<file path="src/design/gqr_pkg.sv">
// shared constants and carrier structs for the gpio query and settings handler
package gqr_pkg;
   localparam int          REPORT_BYTES     = 64;       // bytes per report
   localparam int          BYTE_IDX_W       = 6;        // index width for 64 bytes
   localparam logic [7:0]  OPC_PIN_QUERY    = 8'h51;    // pin query opcode
   localparam logic [7:0]  OPC_SETTINGS     = 8'h60;    // volatile settings opcode
   localparam logic [7:0]  CODE_SUCCESS     = 8'h00;    // success code
   localparam logic [7:0]  NOT_GPIO_LEVEL   = 8'hee;    // level byte, pin not general i/o
   localparam logic [7:0]  NOT_GPIO_DIR     = 8'hef;    // direction byte, pin not general i/o
   localparam logic [7:0]  FILL_BYTE        = 8'h00;    // undefined reply bytes
   localparam int          IDX_OPCODE       = 0;        // reply opcode byte
   localparam int          IDX_STATUS       = 1;        // reply status byte
   localparam int          IDX_PIN_FIRST    = 2;        // first pin level byte
   localparam int          IDX_PIN_LAST     = 9;        // last pin direction byte
   localparam int          IDX_CLK_CFG      = 2;        // command byte: clock output
   localparam int          IDX_REF_CFG      = 3;        // command byte: converter ref
   localparam int          IDX_CODE_CFG     = 4;        // command byte: converter code
   localparam int          LOAD_BIT         = 7;        // load enable position
   localparam int          DUTY_HI          = 4;        // duty field msb
   localparam int          DUTY_LO          = 3;        // duty field lsb
   localparam int          DIV_HI           = 2;        // divider field msb
   localparam int          REF_LVL_HI       = 2;        // reference level msb
   localparam int          REF_LVL_LO       = 1;        // reference level lsb
   localparam int          REF_SRC_BIT      = 0;        // reference source bit
   localparam int          CODE_HI          = 4;        // converter code msb
   localparam int          NUM_PINS         = 4;        // general pins
   localparam logic [1:0]  RST_DUTY         = 2'h2;     // power-up duty (50 percent)
   localparam logic [2:0]  RST_DIV          = 3'h1;     // power-up divider selection
   localparam logic [1:0]  RST_REF_LVL      = 2'h0;     // power-up reference level, off
   localparam logic        RST_REF_SRC      = 1'b0;     // power-up source, supply rail
   localparam logic [4:0]  RST_CODE         = 5'h00;    // power-up converter code

   // duty cycle encodings
   typedef enum logic [1:0] {
      GQR_DUTY_0, GQR_DUTY_25, GQR_DUTY_50, GQR_DUTY_75
   } gqr_duty_e;

   // internal reference level encodings
   typedef enum logic [1:0] {
      GQR_REF_OFF, GQR_REF_1V024, GQR_REF_2V048, GQR_REF_4V096
   } gqr_ref_e;

   // working copy of the volatile settings
   typedef struct packed {
      gqr_duty_e  duty;       // clock output duty
      logic [2:0] divider;    // clock output divider selection
      gqr_ref_e   ref_level;  // internal reference level
      logic       ref_src;    // 1 internal reference, 0 supply rail
      logic [4:0] code;       // output converter code
   } gqr_settings_s;

   // live view of one general pin
   typedef struct packed {
      logic is_gpio;  // pin assigned to general i/o
      logic is_input; // direction, 1 input
      logic level;    // pin logic level
   } gqr_pin_s;
endpackage

</file>
<file path="src/design/gqr_handler.sv">
// command handler: pin query and volatile run-time settings
`timescale 1ns/1ps
// Overview of operation
// - query reply carries opcode then success code
// - level bytes 2..8, 0xee when not gpio
// - direction bytes 3..9, 0xef when not gpio
// - opcode 0x60 selects settings; byte 1 ignored
// - settings live in flops, lost on reset
// - byte 2 bit 7 loads clock divider fields
// - byte 2 bits 4:3 choose duty cycle
// - byte 2 bits 2:0 divider, 6:5 ignored
// - byte 3 bit 7 loads reference bits 2:0
// - byte 3 bits 2:1 reference level
// - byte 3 bit 0 reference source
// - byte 4 bit 7 loads 5-bit code
module gqr_handler #(
   parameter int REPORT_BYTES = gqr_pkg::REPORT_BYTES  // bytes per report
) (
   input  wire logic       clk_sys,          // 200 mhz system clock
   input  wire logic       reset,            // synchronous, active high
   input  wire logic [7:0] cmd_data,         // command byte stream
   input  wire logic       cmd_valid,        // command byte present
   output logic            cmd_ready,        // command byte taken
   output logic [7:0]      rsp_data,         // reply byte stream
   output logic            rsp_valid,        // reply byte present
   output logic            rsp_last,         // final reply byte
   input  wire logic       rsp_ready,        // host takes reply byte
   input  wire logic [3:0] pin_is_gpio,      // pins assigned to general i/o
   input  wire logic [3:0] pin_is_input,     // pin direction, 1 input
   input  wire logic [3:0] pin_level,        // raw pin levels
   output logic [1:0]      clk_out_duty,     // reference clock duty
   output logic [2:0]      clk_out_divider,  // reference clock divider
   output logic [1:0]      ref_level,        // internal reference level
   output logic            ref_source,       // 1 internal ref, 0 supply
   output logic [4:0]      converter_code,   // output converter code
   output logic            settings_applied  // pulse: settings command done
);
   localparam logic [5:0] LAST_IDX = 6'(REPORT_BYTES - 1); // final byte index

   typedef enum logic [1:0] {GQR_RECV, GQR_SEND, GQR_DROP} gqr_phase_e;

   // whole module state
   typedef struct packed {
      gqr_phase_e            phase;    // receive, send, or discard phase
      logic [5:0]            idx;      // byte index within report
      logic [7:0]            opcode;   // byte 0 of current command
      logic [7:0]            b2;       // captured byte 2
      logic [7:0]            b3;       // captured byte 3
      logic [7:0]            b4;       // captured byte 4
      logic [3:0]            sync1;    // first synchroniser stage
      logic [3:0]            sync2;    // second synchroniser stage
      logic [79:0]           snap;     // reply bytes 0..9, byte 0 lowest
      gqr_pkg::gqr_settings_s set;     // working settings
      logic                  applied;  // settings pulse
      logic                  cmd_ready; // command bytes accepted
      logic                  rsp_valid; // reply byte offered
      logic                  rsp_last;  // final reply byte offered
      logic [7:0]            rsp_data;  // reply byte on the stream
   } gqr_state_s;

   gqr_state_s st;       // registered state
   gqr_state_s next_st;  // next state

   logic [63:0]           pin_bytes;  // formatted bytes 2..9
   gqr_pkg::gqr_pin_s [3:0] pins;      // synchronised pin views

   // pin levels come from pads, so they are synchronised; the assignment and
   // direction come from logic on this clock and pass straight through
   generate
      for (genvar g = 0; g < gqr_pkg::NUM_PINS; g++) begin : g_pin
         assign pins[g] = '{is_gpio: pin_is_gpio[g], is_input: pin_is_input[g],
                            level: st.sync2[g]};
         gqr_pin_reply u_fmt (
            .pin        (pins[g]),
            .level_byte (pin_bytes[16*g +: 8]),
            .dir_byte   (pin_bytes[16*g+8 +: 8])
         );
      end
   endgenerate

   // command capture, settings update, reply sequencing
   always_comb begin
      next_st         = st;
      next_st.sync1   = pin_level;
      next_st.sync2   = st.sync1;
      next_st.applied = 1'b0;
      case (st.phase)
         GQR_RECV: begin
            // a byte counts only on a full handshake: ready is low on the
            // first edge after reset, and a byte offered then must not be lost
            if (cmd_valid && st.cmd_ready) begin
               // byte 1 is never stored: it has no effect on either command
               if (st.idx == 6'(gqr_pkg::IDX_OPCODE)) next_st.opcode = cmd_data;
               if (st.idx == 6'(gqr_pkg::IDX_CLK_CFG)) next_st.b2 = cmd_data;
               if (st.idx == 6'(gqr_pkg::IDX_REF_CFG)) next_st.b3 = cmd_data;
               if (st.idx == 6'(gqr_pkg::IDX_CODE_CFG)) next_st.b4 = cmd_data;
               next_st.idx = st.idx + 6'h01;
               if (st.idx == LAST_IDX) begin
                  // whole command in hand before any reply byte goes out
                  next_st.idx   = 6'h00;
                  next_st.phase = GQR_SEND;
                  // snapshot keeps the reply coherent while it drains
                  next_st.snap  = {pin_bytes, gqr_pkg::CODE_SUCCESS, st.opcode};
                  if (st.opcode == gqr_pkg::OPC_SETTINGS) begin
                     next_st.applied = 1'b1;
                     if (st.b2[gqr_pkg::LOAD_BIT]) begin
                        next_st.set.duty = gqr_pkg::gqr_duty_e'(
                           st.b2[gqr_pkg::DUTY_HI:gqr_pkg::DUTY_LO]);
                        next_st.set.divider = st.b2[gqr_pkg::DIV_HI:0];
                     end
                     if (st.b3[gqr_pkg::LOAD_BIT]) begin
                        next_st.set.ref_level = gqr_pkg::gqr_ref_e'(
                           st.b3[gqr_pkg::REF_LVL_HI:gqr_pkg::REF_LVL_LO]);
                        next_st.set.ref_src = st.b3[gqr_pkg::REF_SRC_BIT];
                     end
                     if (st.b4[gqr_pkg::LOAD_BIT]) begin
                        next_st.set.code = st.b4[gqr_pkg::CODE_HI:0];
                     end
                  end else if (st.opcode != gqr_pkg::OPC_PIN_QUERY) begin
                     // other opcodes belong to other handlers: no reply here
                     next_st.phase = GQR_RECV;
                  end
               end
            end
         end
         GQR_SEND: begin
            if (rsp_ready) begin
               next_st.idx = st.idx + 6'h01;
               if (st.idx == LAST_IDX) begin
                  next_st.idx   = 6'h00;
                  next_st.phase = GQR_RECV;
               end
            end
         end
         default: begin
            next_st.phase = GQR_RECV;
            next_st.idx   = 6'h00;
         end
      endcase
      // stream outputs follow the next state so they leave straight from flops
      next_st.cmd_ready = (next_st.phase == GQR_RECV);
      next_st.rsp_valid = (next_st.phase == GQR_SEND);
      next_st.rsp_last  = (next_st.phase == GQR_SEND) && (next_st.idx == LAST_IDX);
      // bytes past the pin fields carry a fixed filler
      next_st.rsp_data  = (next_st.idx <= 6'(gqr_pkg::IDX_PIN_LAST))
                          ? next_st.snap[8*next_st.idx +: 8] : gqr_pkg::FILL_BYTE;
   end

   // state register; reset restores power-up settings
   always_ff @(posedge clk_sys) begin
      if (reset) begin
         st                <= '0;
         st.phase          <= GQR_RECV;
         st.set.duty       <= gqr_pkg::gqr_duty_e'(gqr_pkg::RST_DUTY);
         st.set.divider    <= gqr_pkg::RST_DIV;
         st.set.ref_level  <= gqr_pkg::gqr_ref_e'(gqr_pkg::RST_REF_LVL);
         st.set.ref_src    <= gqr_pkg::RST_REF_SRC;
         st.set.code       <= gqr_pkg::RST_CODE;
      end else begin
         st <= next_st;
      end
   end

   // every output is a field of the state register
   assign cmd_ready        = st.cmd_ready;
   assign rsp_data         = st.rsp_data;
   assign rsp_valid        = st.rsp_valid;
   assign rsp_last         = st.rsp_last;
   assign clk_out_duty     = st.set.duty;
   assign clk_out_divider  = st.set.divider;
   assign ref_level        = st.set.ref_level;
   assign ref_source       = st.set.ref_src;
   assign converter_code   = st.set.code;
   assign settings_applied = st.applied;
endmodule

</file>
<file path="src/design/gqr_pin_reply.sv">
// formats the two reply bytes for one general pin
`timescale 1ns/1ps
module gqr_pin_reply (
   input  wire gqr_pkg::gqr_pin_s pin,         // synchronised pin view
   output logic [7:0]             level_byte,  // reply level byte
   output logic [7:0]             dir_byte     // reply direction byte
);
   // unassigned pins report fixed markers instead of live state
   always_comb begin
      if (pin.is_gpio) begin
         level_byte = {7'h00, pin.level};
         dir_byte   = {7'h00, pin.is_input};
      end else begin
         level_byte = gqr_pkg::NOT_GPIO_LEVEL;
         dir_byte   = gqr_pkg::NOT_GPIO_DIR;
      end
   end
endmodule

</file>
<file path="config.mk">
export PLATFORM = sky130hd
export DESIGN_NAME = gqr_handler
export DESIGN_NICKNAME = d
export VERILOG_FILES = /design/src/design/gqr_pkg.sv /design/src/design/gqr_handler.sv /design/src/design/gqr_pin_reply.sv
export SDC_FILE = /design/constraint.sdc
export NUM_CORES = 1
export LEC_CHECK = 0
export BUFFER_PORTS_ARGS = -buffer_cell sky130_fd_sc_hd__buf_2
export CAP_MARGIN = 20
export CORE_AREA = 5 5 112 114
export DETAILED_ROUTE_END_ITERATION = 8
export DIE_AREA = 0 0 117 119
export GPL_TIMING_DRIVEN = 0
export PLACE_DENSITY = 0.83
export SYNTH_ARGS = -nofsm -noshare
export SYNTH_HDL_FRONTEND = slang
export SYNTH_HIERARCHICAL = 1
export SYNTH_SLANG_ARGS = --single-unit
</file>
<file path="constraint.sdc">
create_clock -name clk_sys -period 5.9 [get_ports clk_sys]
set_input_delay 0 -clock clk_sys [delete_from_list [all_inputs] [get_ports clk_sys]]
set_output_delay 0 -clock clk_sys [all_outputs]
set_load 0.01 [all_outputs]
</file>
After elaboration in Yosys (flattened, before gate mapping)
Cells that the tools add are included.

storage, ports and cells
  register bits = 153
  input bits = 24
  output and inout bits = 25
  logic and storage cells = 75

operators by class
  add/subtract/negate cells = 1
  order comparisons = 1
  equality and inequality tests = 9
  shift-type cells = 1
  muxes and demuxes = 26
  bitwise gates (word level) = 4
  reductions and logical operators = 14

operators with widths
  kind                                                                               number
  94-bit 2-to-1 mux                                                                  3
  8-bit 2-to-1 mux                                                                   15
  80-bit by 10-bit variable part select with 8-bit output                            1
  40-bit 2-to-1 mux                                                                  1
  8-bit one-hot mux with 2 select lines                                              1
  5-bit AND reduction                                                                3
  14-bit 2-to-1 mux                                                                  1
  6-bit by 2-bit equality test with 1-bit output (second input constant)             2
  6-bit equality test (second input constant)                                        2
  3-bit AND reduction                                                                4
  5-bit 2-to-1 mux                                                                   2
  8-bit by 7-bit equality test with 1-bit output (second input constant)             1
  8-bit by 7-bit inequality test with 1-bit output (second input constant)           1
  6-bit by 1-bit adder with 6-bit output (second input constant)                     1
  6-bit by 3-bit equality test with 1-bit output (second input constant)             1
  6-bit by 4-bit less-or-equal comparator with 1-bit output (second input constant)  1
  6-bit zero test                                                                    1
  2-bit by 1-bit equality test with 1-bit output (second input constant)             2
  2-bit zero test                                                                    2
  1-bit inverter                                                                     4
  4-bit OR reduction                                                                 1
  3-bit 2-to-1 mux                                                                   1
  1-bit logical AND                                                                  2
  2-bit 2-to-1 mux                                                                   1
  other kinds (2)                                                                    2

Logic depth before layout (Yosys ltp)
Gate-level depths: netlist of run 1.

  depth after elaboration = 9
  mapped depth = 10
  mapped depth without buffers = 7

By module
The synthesis of run 1 kept the hierarchy.

by module, submodules not included
  module         instances  cells each  area each (um2)  seq. area each (um2)
  gqr_handler    1          842         6766.5           2902.8
  gqr_pin_reply  4          17          117.6            0.0

Least setup slack after synthesis of run 1
No wires, ideal clock.

  path type = register to register
  start point = register st[145] (netlist name)
  end point = register st[90] (netlist name)
  setup time = 0.115 ns
  arrival = 2.151 ns
  data required time = 5.785 ns
  setup slack = 3.634 ns
  cell stages (with the launch flop) = 10
  path buffers = 2
  period minus slack after synthesis = 2.266 ns
  path through = dfxtp_1 > ha_1 > buf_2 > and2_1 > a221oi_2 > nor2_1 > clkbuf_1 > o311a_1 > a21o_1 > and2_1

on the way
  cells in the longest elaborated chain, start to end = 4

RTL lines
  element                   line                RTL
  start: declaration        gqr_handler.sv:61   gqr_state_s st;
  start signal: assignment  gqr_handler.sv:160  st <= next_st;
  6-bit equality test       gqr_handler.sv:98   if (st.idx == LAST_IDX) begin
  94-bit 2-to-1 mux         gqr_handler.sv:98
  94-bit 2-to-1 mux         gqr_handler.sv:91   if (cmd_valid && st.cmd_ready) begin
  94-bit 2-to-1 mux         gqr_handler.sv:87   case (st.phase)

No other way between the ends.
A chain may end at the register's enable or synchronous reset.

Worst setup path in the final report of run 1
  start point = register st[145] (netlist name)
  end point = register st (netlist bit rsp_data[4])

on the way
  cells in the longest elaborated chain, start to end = 7
  elaborated cells between the ends (all ways) = 14
  classes of those cells = 1 x add/sub; 1 x order compare; 1 x eq/ne; 1 x shift; 8 x mux; 1 x bitwise; 1 x reduce/logical

RTL lines
  element
  parallel branches: the longest is 7 deep, another holds 6-bit by 1-bit adder with 6-bit output

Parallel ways; which one is timed is not known.

==> impl_metrics.csv, run 1 <==
group,metric,value,unit
floorplan,coreArea,11320,µm²
floorplan,std_cell_rows,39,
run_status,status,"completed",
sta,fin_skew,0.01046,ns
clock_tree,cts_resized,0,
sta,maxSlewHeadroom,0.4312,
cells_and_area,drive_gt1_frac,0.1816,
power_and_ir_drop,vdd_drop_max,0.0003067,V
sta,fin_crit,3.348,ns
yosys,netlist_area,7237,µm²
global_routing,antenna_found_initial,0,
sta,hold_viol_final,0,
drt,drc,0,
sta,tns,0,ns
setup_path,path_max_fanout,10,
power_and_ir_drop,power.leakage,3.367,nW
clock_tree,cts_buffers,17,
floorplan,initial_core_util,0.6393,
drt,finalWirelength,21130,µm
place,port_buffers,47,
clock_tree,clk_pin_slew,0.07,ns
place,place_area,7666,µm²
setup_path,worstSetupEndpointType,"register",
job,maxCapViolCount,0,
cells_and_area,final_common_cell,"nand2_1",
drt,vias,7026,
sta,finalCritPeriodShare,0.5674,
setup_path,cp-start-kind,"register",
drt,routedWlPerCell,18.28,µm
global_routing,grt_pass1_vias,6608,
yosys,ys_seq_area_frac,0.4011,
power_and_ir_drop,p_per_area,276.4,nW/µm²
clock_tree,cts_sinks,145,
yosys,ys_ff_latch,145,
yosys,synthArstFlopShare,0,
sta,tightest_slew,0.8462,ns
floorplan,die_area,13920,µm²
cells_and_area,syn_to_final_growth,17.57,%
drt,first_pass_iters,6,
sta,setup_viol_count_final,0,
yosys,synth_ff_type,"dfxtp_1",
clock_tree,clock_path_buffers,2,
sta,max_freq,298.7,MHz
yosys,yosys_warnings,6,
yosys,synth_area_per_cell,7.953,µm²
drt,postRouteAntennaNets,0,
place,place_hpwl,14050,µm
drt,via_per_inst,6.078,
yosys,ys_types,67,
sta,maxSlewViolCount,0,
cells_and_area,antennaDiodeCount,0,
setup_path,path_class,"register to register",
floorplan,ios,49,
global_routing,grtUsageTotal,0.3101,
sta,holdWs,0.01107,ns
yosys,synth_edf_count,0,
min_path,hold_path.class,"input port to register",
cells_and_area,stdcell_area,8508,µm²
setup_path,arrival,3.67,ns
global_routing,overflow,0,
drt,dr.first_iter.drc_count,999,
clock_tree,htreeDepth,4,
floorplan,die_y,119,µm
place,gp_congestion,0.9655,
setup_path,required,6.22,ns
clock_tree,cts_tree,"done",
clock_tree,clk_latency,0.44,ns
global_routing,grt_max_degree,17,
floorplan,die_x,117,µm
sta,rsz0062_at_grt,"false",
clock_tree,cts_root_buffer,"clkbuf_16",
cells_and_area,layout_common_cells,"nand2_1, dfxtp_1, a21oi_1",
yosys,syn_inst,910,
cells_and_area,nNetsFinal,1027,
global_routing,grt_first_pass_wirelength,33600,µm
==> cell families (layout without fill, tap and decap cells) <==
kind of cell	count (synthesis)	count (layout)	synth area share
compound gates	233	233	0.2125
flops	145	145	0.4011
mux	16	16	0.02369
fa+ha+maj	3	3	0.005187
buf+inv	148	247	0.1189
other cells	5	9	0.002594
simple gates	358	358	0.2336
xor+xnor	2	2	0.002421
==> layout make-up <==
| class | count | area [µm²] |
|---|---|---|
| inverter | 11 | 41.29 |
| timing repair buffer | 67 | 435.4 |
| clock inverter | 13 | 198.9 |
| multi-input combinational | 621 | 3488 |
| tap | 143 | 178.9 |
| sequential | 145 | 2903 |
| clock buffer | 19 | 442.9 |
| buffer | 137 | 819.5 |
| fill | 864 | 2813 |
==> cell usage after synthesis, drive strengths merged, types with 9 or more instances <==
cell type | n | area share
nor2b | 9 | 0.0078
o21ai | 25 | 0.017
a21oi | 103 | 0.071
nor3 | 11 | 0.0090
inv | 11 | 0.0057
a211oi | 26 | 0.027
nand2 | 168 | 0.087
a221oi | 9 | 0.012
mux2 | 9 | 0.014
buf | 91 | 0.089
and3 | 11 | 0.0095
and2 | 15 | 0.013
o311a | 14 | 0.019
o221ai | 9 | 0.012
nand3 | 45 | 0.032
or3 | 14 | 0.012
nor2 | 62 | 0.033
clkbuf | 46 | 0.024
dfxtp | 145 | 0.40
==> critical path, stage by stage, from the launching register on <==
cell	delay, ns
dfxtp_1	0.43
ha_1	0.21
buf_2	0.25
nand2_1	0.19
o22ai_2	0.46
o32ai_1	0.25
nor4_2	0.79
o21ai_0	0.43
o311ai_1	0.22
==> sequential cells by signal, indices dropped and copies added (netlist names) <==
signal	flops
converter_code	5
settings_applied	1
st	112
cmd_ready	1
rsp_last	1
clk_out_duty	2
pins	4
rsp_data	8
rsp_valid	1
clk_out_divider	3
ref_source	1
ref_level	2
next_st	4
==> metal layers <==
| metal | vias up | routed length [µm] | track usage |
|---|---|---|---|
| met3 | 65 | 2227 | 0.09178 |
| met4 | 0 | 750 | 0.1434 |
| met1 | 3263 | 8707 | 0.4181 |
| li1 | 3298 | - | - |
| met2 | 400 | 9440 | 0.4548 |
| met5 | - | 0 | 0 |
==> per-stage QoR <==
stage / setup WS, ns / cells / total power, mW / utilization
final: 2.552 / 1156 / 2.352 / 0.7515
after global routing: 2.449 / 1156 / 2.404 / 0.7515
after CTS: 2.723 / 1156 / 2.339 / 0.7515
after detailed placement: 2.752 / 1104 / 1.160 / 0.6772
after global placement: 2.689 / 1104 / 1.159 / 0.6772
after floorplan: 3.634 / 914 / 1.115 / -
==> power breakdown <==
group	leakage, nW	switching, mW	internal (mW)
Clock	0.312	0.468	0.729
Combinational	1.88	0.0950	0.0690
Sequential	1.17	0.00473	0.986
Total	3.37	0.568	1.78
==> final timing paths <==
| path | from | end | slack [ns] | cells after the start |
|---|---|---|---|---|
| max reg2reg | st[145]$_SDFF_PP0_ | rsp_data[4]$_SDFF_PP0_ | 2.55 | 8 |
| min | rsp_ready | rsp_last$_SDFF_PP0_ | 0.01 | 5 |
| max | st[145]$_SDFF_PP0_ | rsp_data[4]$_SDFF_PP0_ | 2.55 | 8 |
| min reg2reg | next_st[107]$_SDFF_PP0_ | pins[6]$_SDFF_PP0_ | 0.44 | 1 |
==> timing repair <==
action,in CTS,in global routing
endpoints found under the hold margin,34,0
hold buffers,20,0
setup buffers,0,0
setup endpoints to repair,0,0
Power figures use the tool's default switching activity.
==> inputs of run 2 (changes only) <==
--- a/config.mk
+++ b/config.mk
@@ -5,13 +5,14 @@
 export SDC_FILE = /design/constraint.sdc
 export NUM_CORES = 1
 export LEC_CHECK = 0
+export ABC_AREA = 1
 export BUFFER_PORTS_ARGS = -buffer_cell sky130_fd_sc_hd__buf_2
 export CAP_MARGIN = 20
-export CORE_AREA = 5 5 112 114
+export CORE_AREA = 5 5 114 116
 export DETAILED_ROUTE_END_ITERATION = 8
-export DIE_AREA = 0 0 117 119
+export DIE_AREA = 0 0 119 121
 export GPL_TIMING_DRIVEN = 0
-export PLACE_DENSITY = 0.83
+export PLACE_DENSITY = 0.78
 export SYNTH_ARGS = -nofsm -noshare
 export SYNTH_HDL_FRONTEND = slang
 export SYNTH_HIERARCHICAL = 1
==> constraint.sdc (replaced) <==
create_clock -name clk_sys -period 3.3 [get_ports clk_sys]
set_input_delay 0 -clock clk_sys [delete_from_list [all_inputs] [get_ports clk_sys]]
set_output_delay 0 -clock clk_sys [all_outputs]
set_load 0.01 [all_outputs]
==> run 2 against run 1 <==
- combinational power increased by 49%
- global-route usage decreased by 6.0 points
- core utilization decreased by 5.9 points
- sequential cell count unchanged
- area after synthesis decreased by 3.8%
- via count decreased by 10%
- non-clock buffer count decreased by 20
- fmax increased by 30%
- clock skew decreased by 0.0071 ns
- first-iteration DRC count decreased by 44%
- register-to-register slack got worse by 1.8 ns
- final cell count increased by 6.3%
==> impl_metrics.csv, run 2 <==
group,metric,value,unit
yosys,syn_inst,981,
yosys,synth_top_family_by_area,"simple AND/OR/NAND/NOR gates",
sta,rsz0062_at_grt,"false",
global_routing,grtUsageTotal,0.2500,
setup_path,worstSetupEndpointType,"register",
global_routing,grt_first_pass_wirelength,28900,µm
setup_path,r2r_end,"rsp_data[3]$_SDFF_PP0_",
yosys,synthArstFlopShare,0,
yosys,yosysMostFrequentCell,"nand2_1",
yosys,synth.area.top_cells,"dfxtp_1, nand2_1, buf_4, nand3_1, nor2_1",
sta,tightest_slew,0.6161,ns
yosys,synth_top_area_share,0.4167,
clock_tree,clk_latency,0.43,ns
sta,fin_crit,2.581,ns
drt,vias,6314,
setup_path,path_common_cell,"nand3_1",
place,place_hpwl,11970,µm
sta,maxSlewHeadroom,0.5893,
cells_and_area,layout_common_cells,"nand2_1, dfxtp_1, nor2_1",
sta,max_freq,387.4,MHz
drt,first_pass_iters,7,
clock_tree,htreeDepth,4,
clock_tree,cts_root_buffer,"clkbuf_16",
sta,tns,0,ns
yosys,yosys.area_share.simple,0.2896,
floorplan,initial_core_util,0.5897,
run_status,status,"completed",
sta,finalCritPeriodShare,0.7822,
drt,finalWirelength,17350,µm
cells_and_area,top_register,"st",
yosys,synth_compound_area_frac,0.09377,
setup_path,arrival,2.88,ns
yosys,ys_ff_latch,145,
min_path,hold_path.class,"input port to register",
setup_path,required,3.60,ns
drt,postRouteAntennaNets,0,
cells_and_area,largest_register_ffs,112,
yosys,synth_xor_area_frac,0.001257,
power_and_ir_drop,p_per_area,481.1,nW/µm²
yosys,ys_types,36,
cells_and_area,antennaDiodeCount,0,
cells_and_area,final_common_cell,"nand2_1",
yosys,ys_seq_area_frac,0.4167,
yosys,synth_top_area_cell,"dfxtp_1",
power_and_ir_drop,power.leakage,4.008,nW
place,port_buffers,48,
cells_and_area,nNetsFinal,1097,
min_path,min-delay-start,"pin_is_gpio[0]",
sta,fin_skew,0.003367,ns
power_and_ir_drop,vdd_drop_max,0.0003446,V
sta,maxSlewViolCount,0,
global_routing,antenna_found_initial,0,
floorplan,std_cell_rows,40,
yosys,synth_ff_type,"dfxtp_1",
setup_path,slowest_delay,0.44,ns
global_routing,grt_pass1_vias,6001,
job,maxCapViolCount,0,
setup_path,path_max_fanout,10,
sta,hold_viol_final,0,
global_routing,overflow,0,
clock_tree,cts_resized,0,
min_path,hold_depth,5,
setup_path,cp-start-kind,"register",
yosys,netlist_top_cells_count,"nand2_1, dfxtp_1, nor2_1, inv_1, nand3_1",
clock_tree,clock_path_buffers,2,
yosys,yosys_warnings,6,
floorplan,die_y,121,µm
yosys,synth-adder-area-share,0.005389,
cells_and_area,drive_gt1_frac,0.1719,
clock_tree,clk_pin_slew,0.06,ns
drt,via_per_inst,5.138,
drt,drc,0,
floorplan,die_x,119,µm
setup_path,crit_slowest_cell,"dfxtp_1",
sta,setup_viol_count_final,0,
clock_tree,cts_buffers,17,
setup_path,path_cells,"ha_1 > nand3_2 > nor2_4 > nand2_2 > clkbuf_1 > o21ai_0 > nand2_1 > nand3_1 > nand3_1 > nand3_1 > a21oi_1",
setup_path,r2r_cells,11,
floorplan,ios,49,
floorplan,die_area,14400,µm²
clock_tree,cts_sinks,145,
drt,dr.first_iter.drc_count,560,
setup_path,path_class,"register to register",
cells_and_area,syn_to_final_growth,17.39,%
yosys,synth.area.mux_share,0.01150,
setup_path,r2r_slack,0.72,ns
clock_tree,cts_tree,"done",
power_and_ir_drop,p_total,3.934,mW
min_path,hold_path_end,"st[41]$_SDFF_PP0_",
yosys,synth_area_per_cell,7.100,µm²
yosys,synth_edf_count,0,
place,gp_congestion,0.9560,
setup_path,timing.rr.start,"st[146]$_SDFF_PP0_",
global_routing,grt_max_degree,17,
floorplan,coreArea,11810,µm²
drt,routedWlPerCell,14.12,µm
yosys,netlist_area,6965,µm²
==> run 2: cell count changes in the layout (fill, tap and decap cells not counted), moves of 23 or more <==
cell,delta
a21oi_1,-75
inv_1,+109
nand3_1,+64
nand3b_1,+23
nor2_1,+61
o21ai_0,+29
==> run 2: kinds of logic after synthesis <==
| family | after synthesis |
|---|---|
| other | 5 |
| DFF | 145 |
| and+or+nand+nor | 457 |
| xor gates and xnor gates | 1 |
| muxes | 8 |
| adders and majority gates | 3 |
| buffers and inverters | 242 |
| AOI/OAI and AO/OA | 120 |
==> run 2: what timing repair did <==
item	CTS	global route
setup buffers	0	0
hold buffers	18	0
hold endpoints to repair	34	0
==> run 2: how the worst max path moves through the flow <==
stage	start	endpoint	depth (start not counted)
after floorplan	st[146]$_SDFF_PP0_	rsp_data[5]$_SDFF_PP0_	12
after global placement	st[146]$_SDFF_PP0_	rsp_data[5]$_SDFF_PP0_	11
after detailed placement	st[146]$_SDFF_PP0_	rsp_data[3]$_SDFF_PP0_	11
after CTS	st[146]$_SDFF_PP0_	rsp_data[3]$_SDFF_PP0_	11
after global routing	st[146]$_SDFF_PP0_	rsp_data[6]$_SDFF_PP0_	11
final	st[146]$_SDFF_PP0_	rsp_data[3]$_SDFF_PP0_	11
==> run 2: cell type report <==
type / count / area [µm²]
timing repair buffer: 66 / 420.4
multi-input combinational: 598 / 2830
buffer: 118 / 782.0
fill: 1024 / 3635
sequential: 145 / 2903
tap: 147 / 183.9
inverter: 124 / 465.4
clock inverter: 8 / 103.9
clock buffer: 23 / 488.0
==> run 2: where the power goes <==
| part | switching (mW) | internal, mW | total [mW] |
|---|---|---|---|
| clock network | 0.727 | 1.19 | 1.91 |
| registers | 0.00971 | 1.76 | 1.77 |
| logic | 0.141 | 0.104 | 0.245 |
==> run 2: per-layer routing <==
metal | wire, µm | GRT usage | share of wire | vias up
met5 | 0 | 0 | 0 | -
met4 | 461 | 0.09703 | 0.027 | 0
met1 | 7766 | 0.3256 | 0.45 | 2847
li1 | - | - | - | 3206
met3 | 956 | 0.05082 | 0.055 | 38
met2 | 8169 | 0.4083 | 0.47 | 223
==> run 2: critical path: cells and delay by family, from the launching register on <==
family | cells | cell delay (ns)
buffers and inverters | 1 | 0.29
AND/OR/NAND/NOR | 7 | 1.02
AO/OA/AOI/OAI | 2 | 0.42
adder cells (fa/ha/maj) | 1 | 0.27
flip-flops | 1 | 0.44
==> run 2: stage by stage <==
step           std cells  setup slack, ns  cell area, µm²  hold slack (ns)    util
5_1_grt             1229           0.5428            8177          0.06375  0.6923
3_5_place_dp        1180           0.8023            7405           0.2075  0.6269
3_3_place_gp        1180           0.8346            7405           0.2012  0.6269
6_report            1229           0.7188            8177         0.009574  0.6923
2_1_floorplan        985            1.450            6980          0.08409       -
4_1_cts             1229           0.7721            8177       0.00001557  0.6923
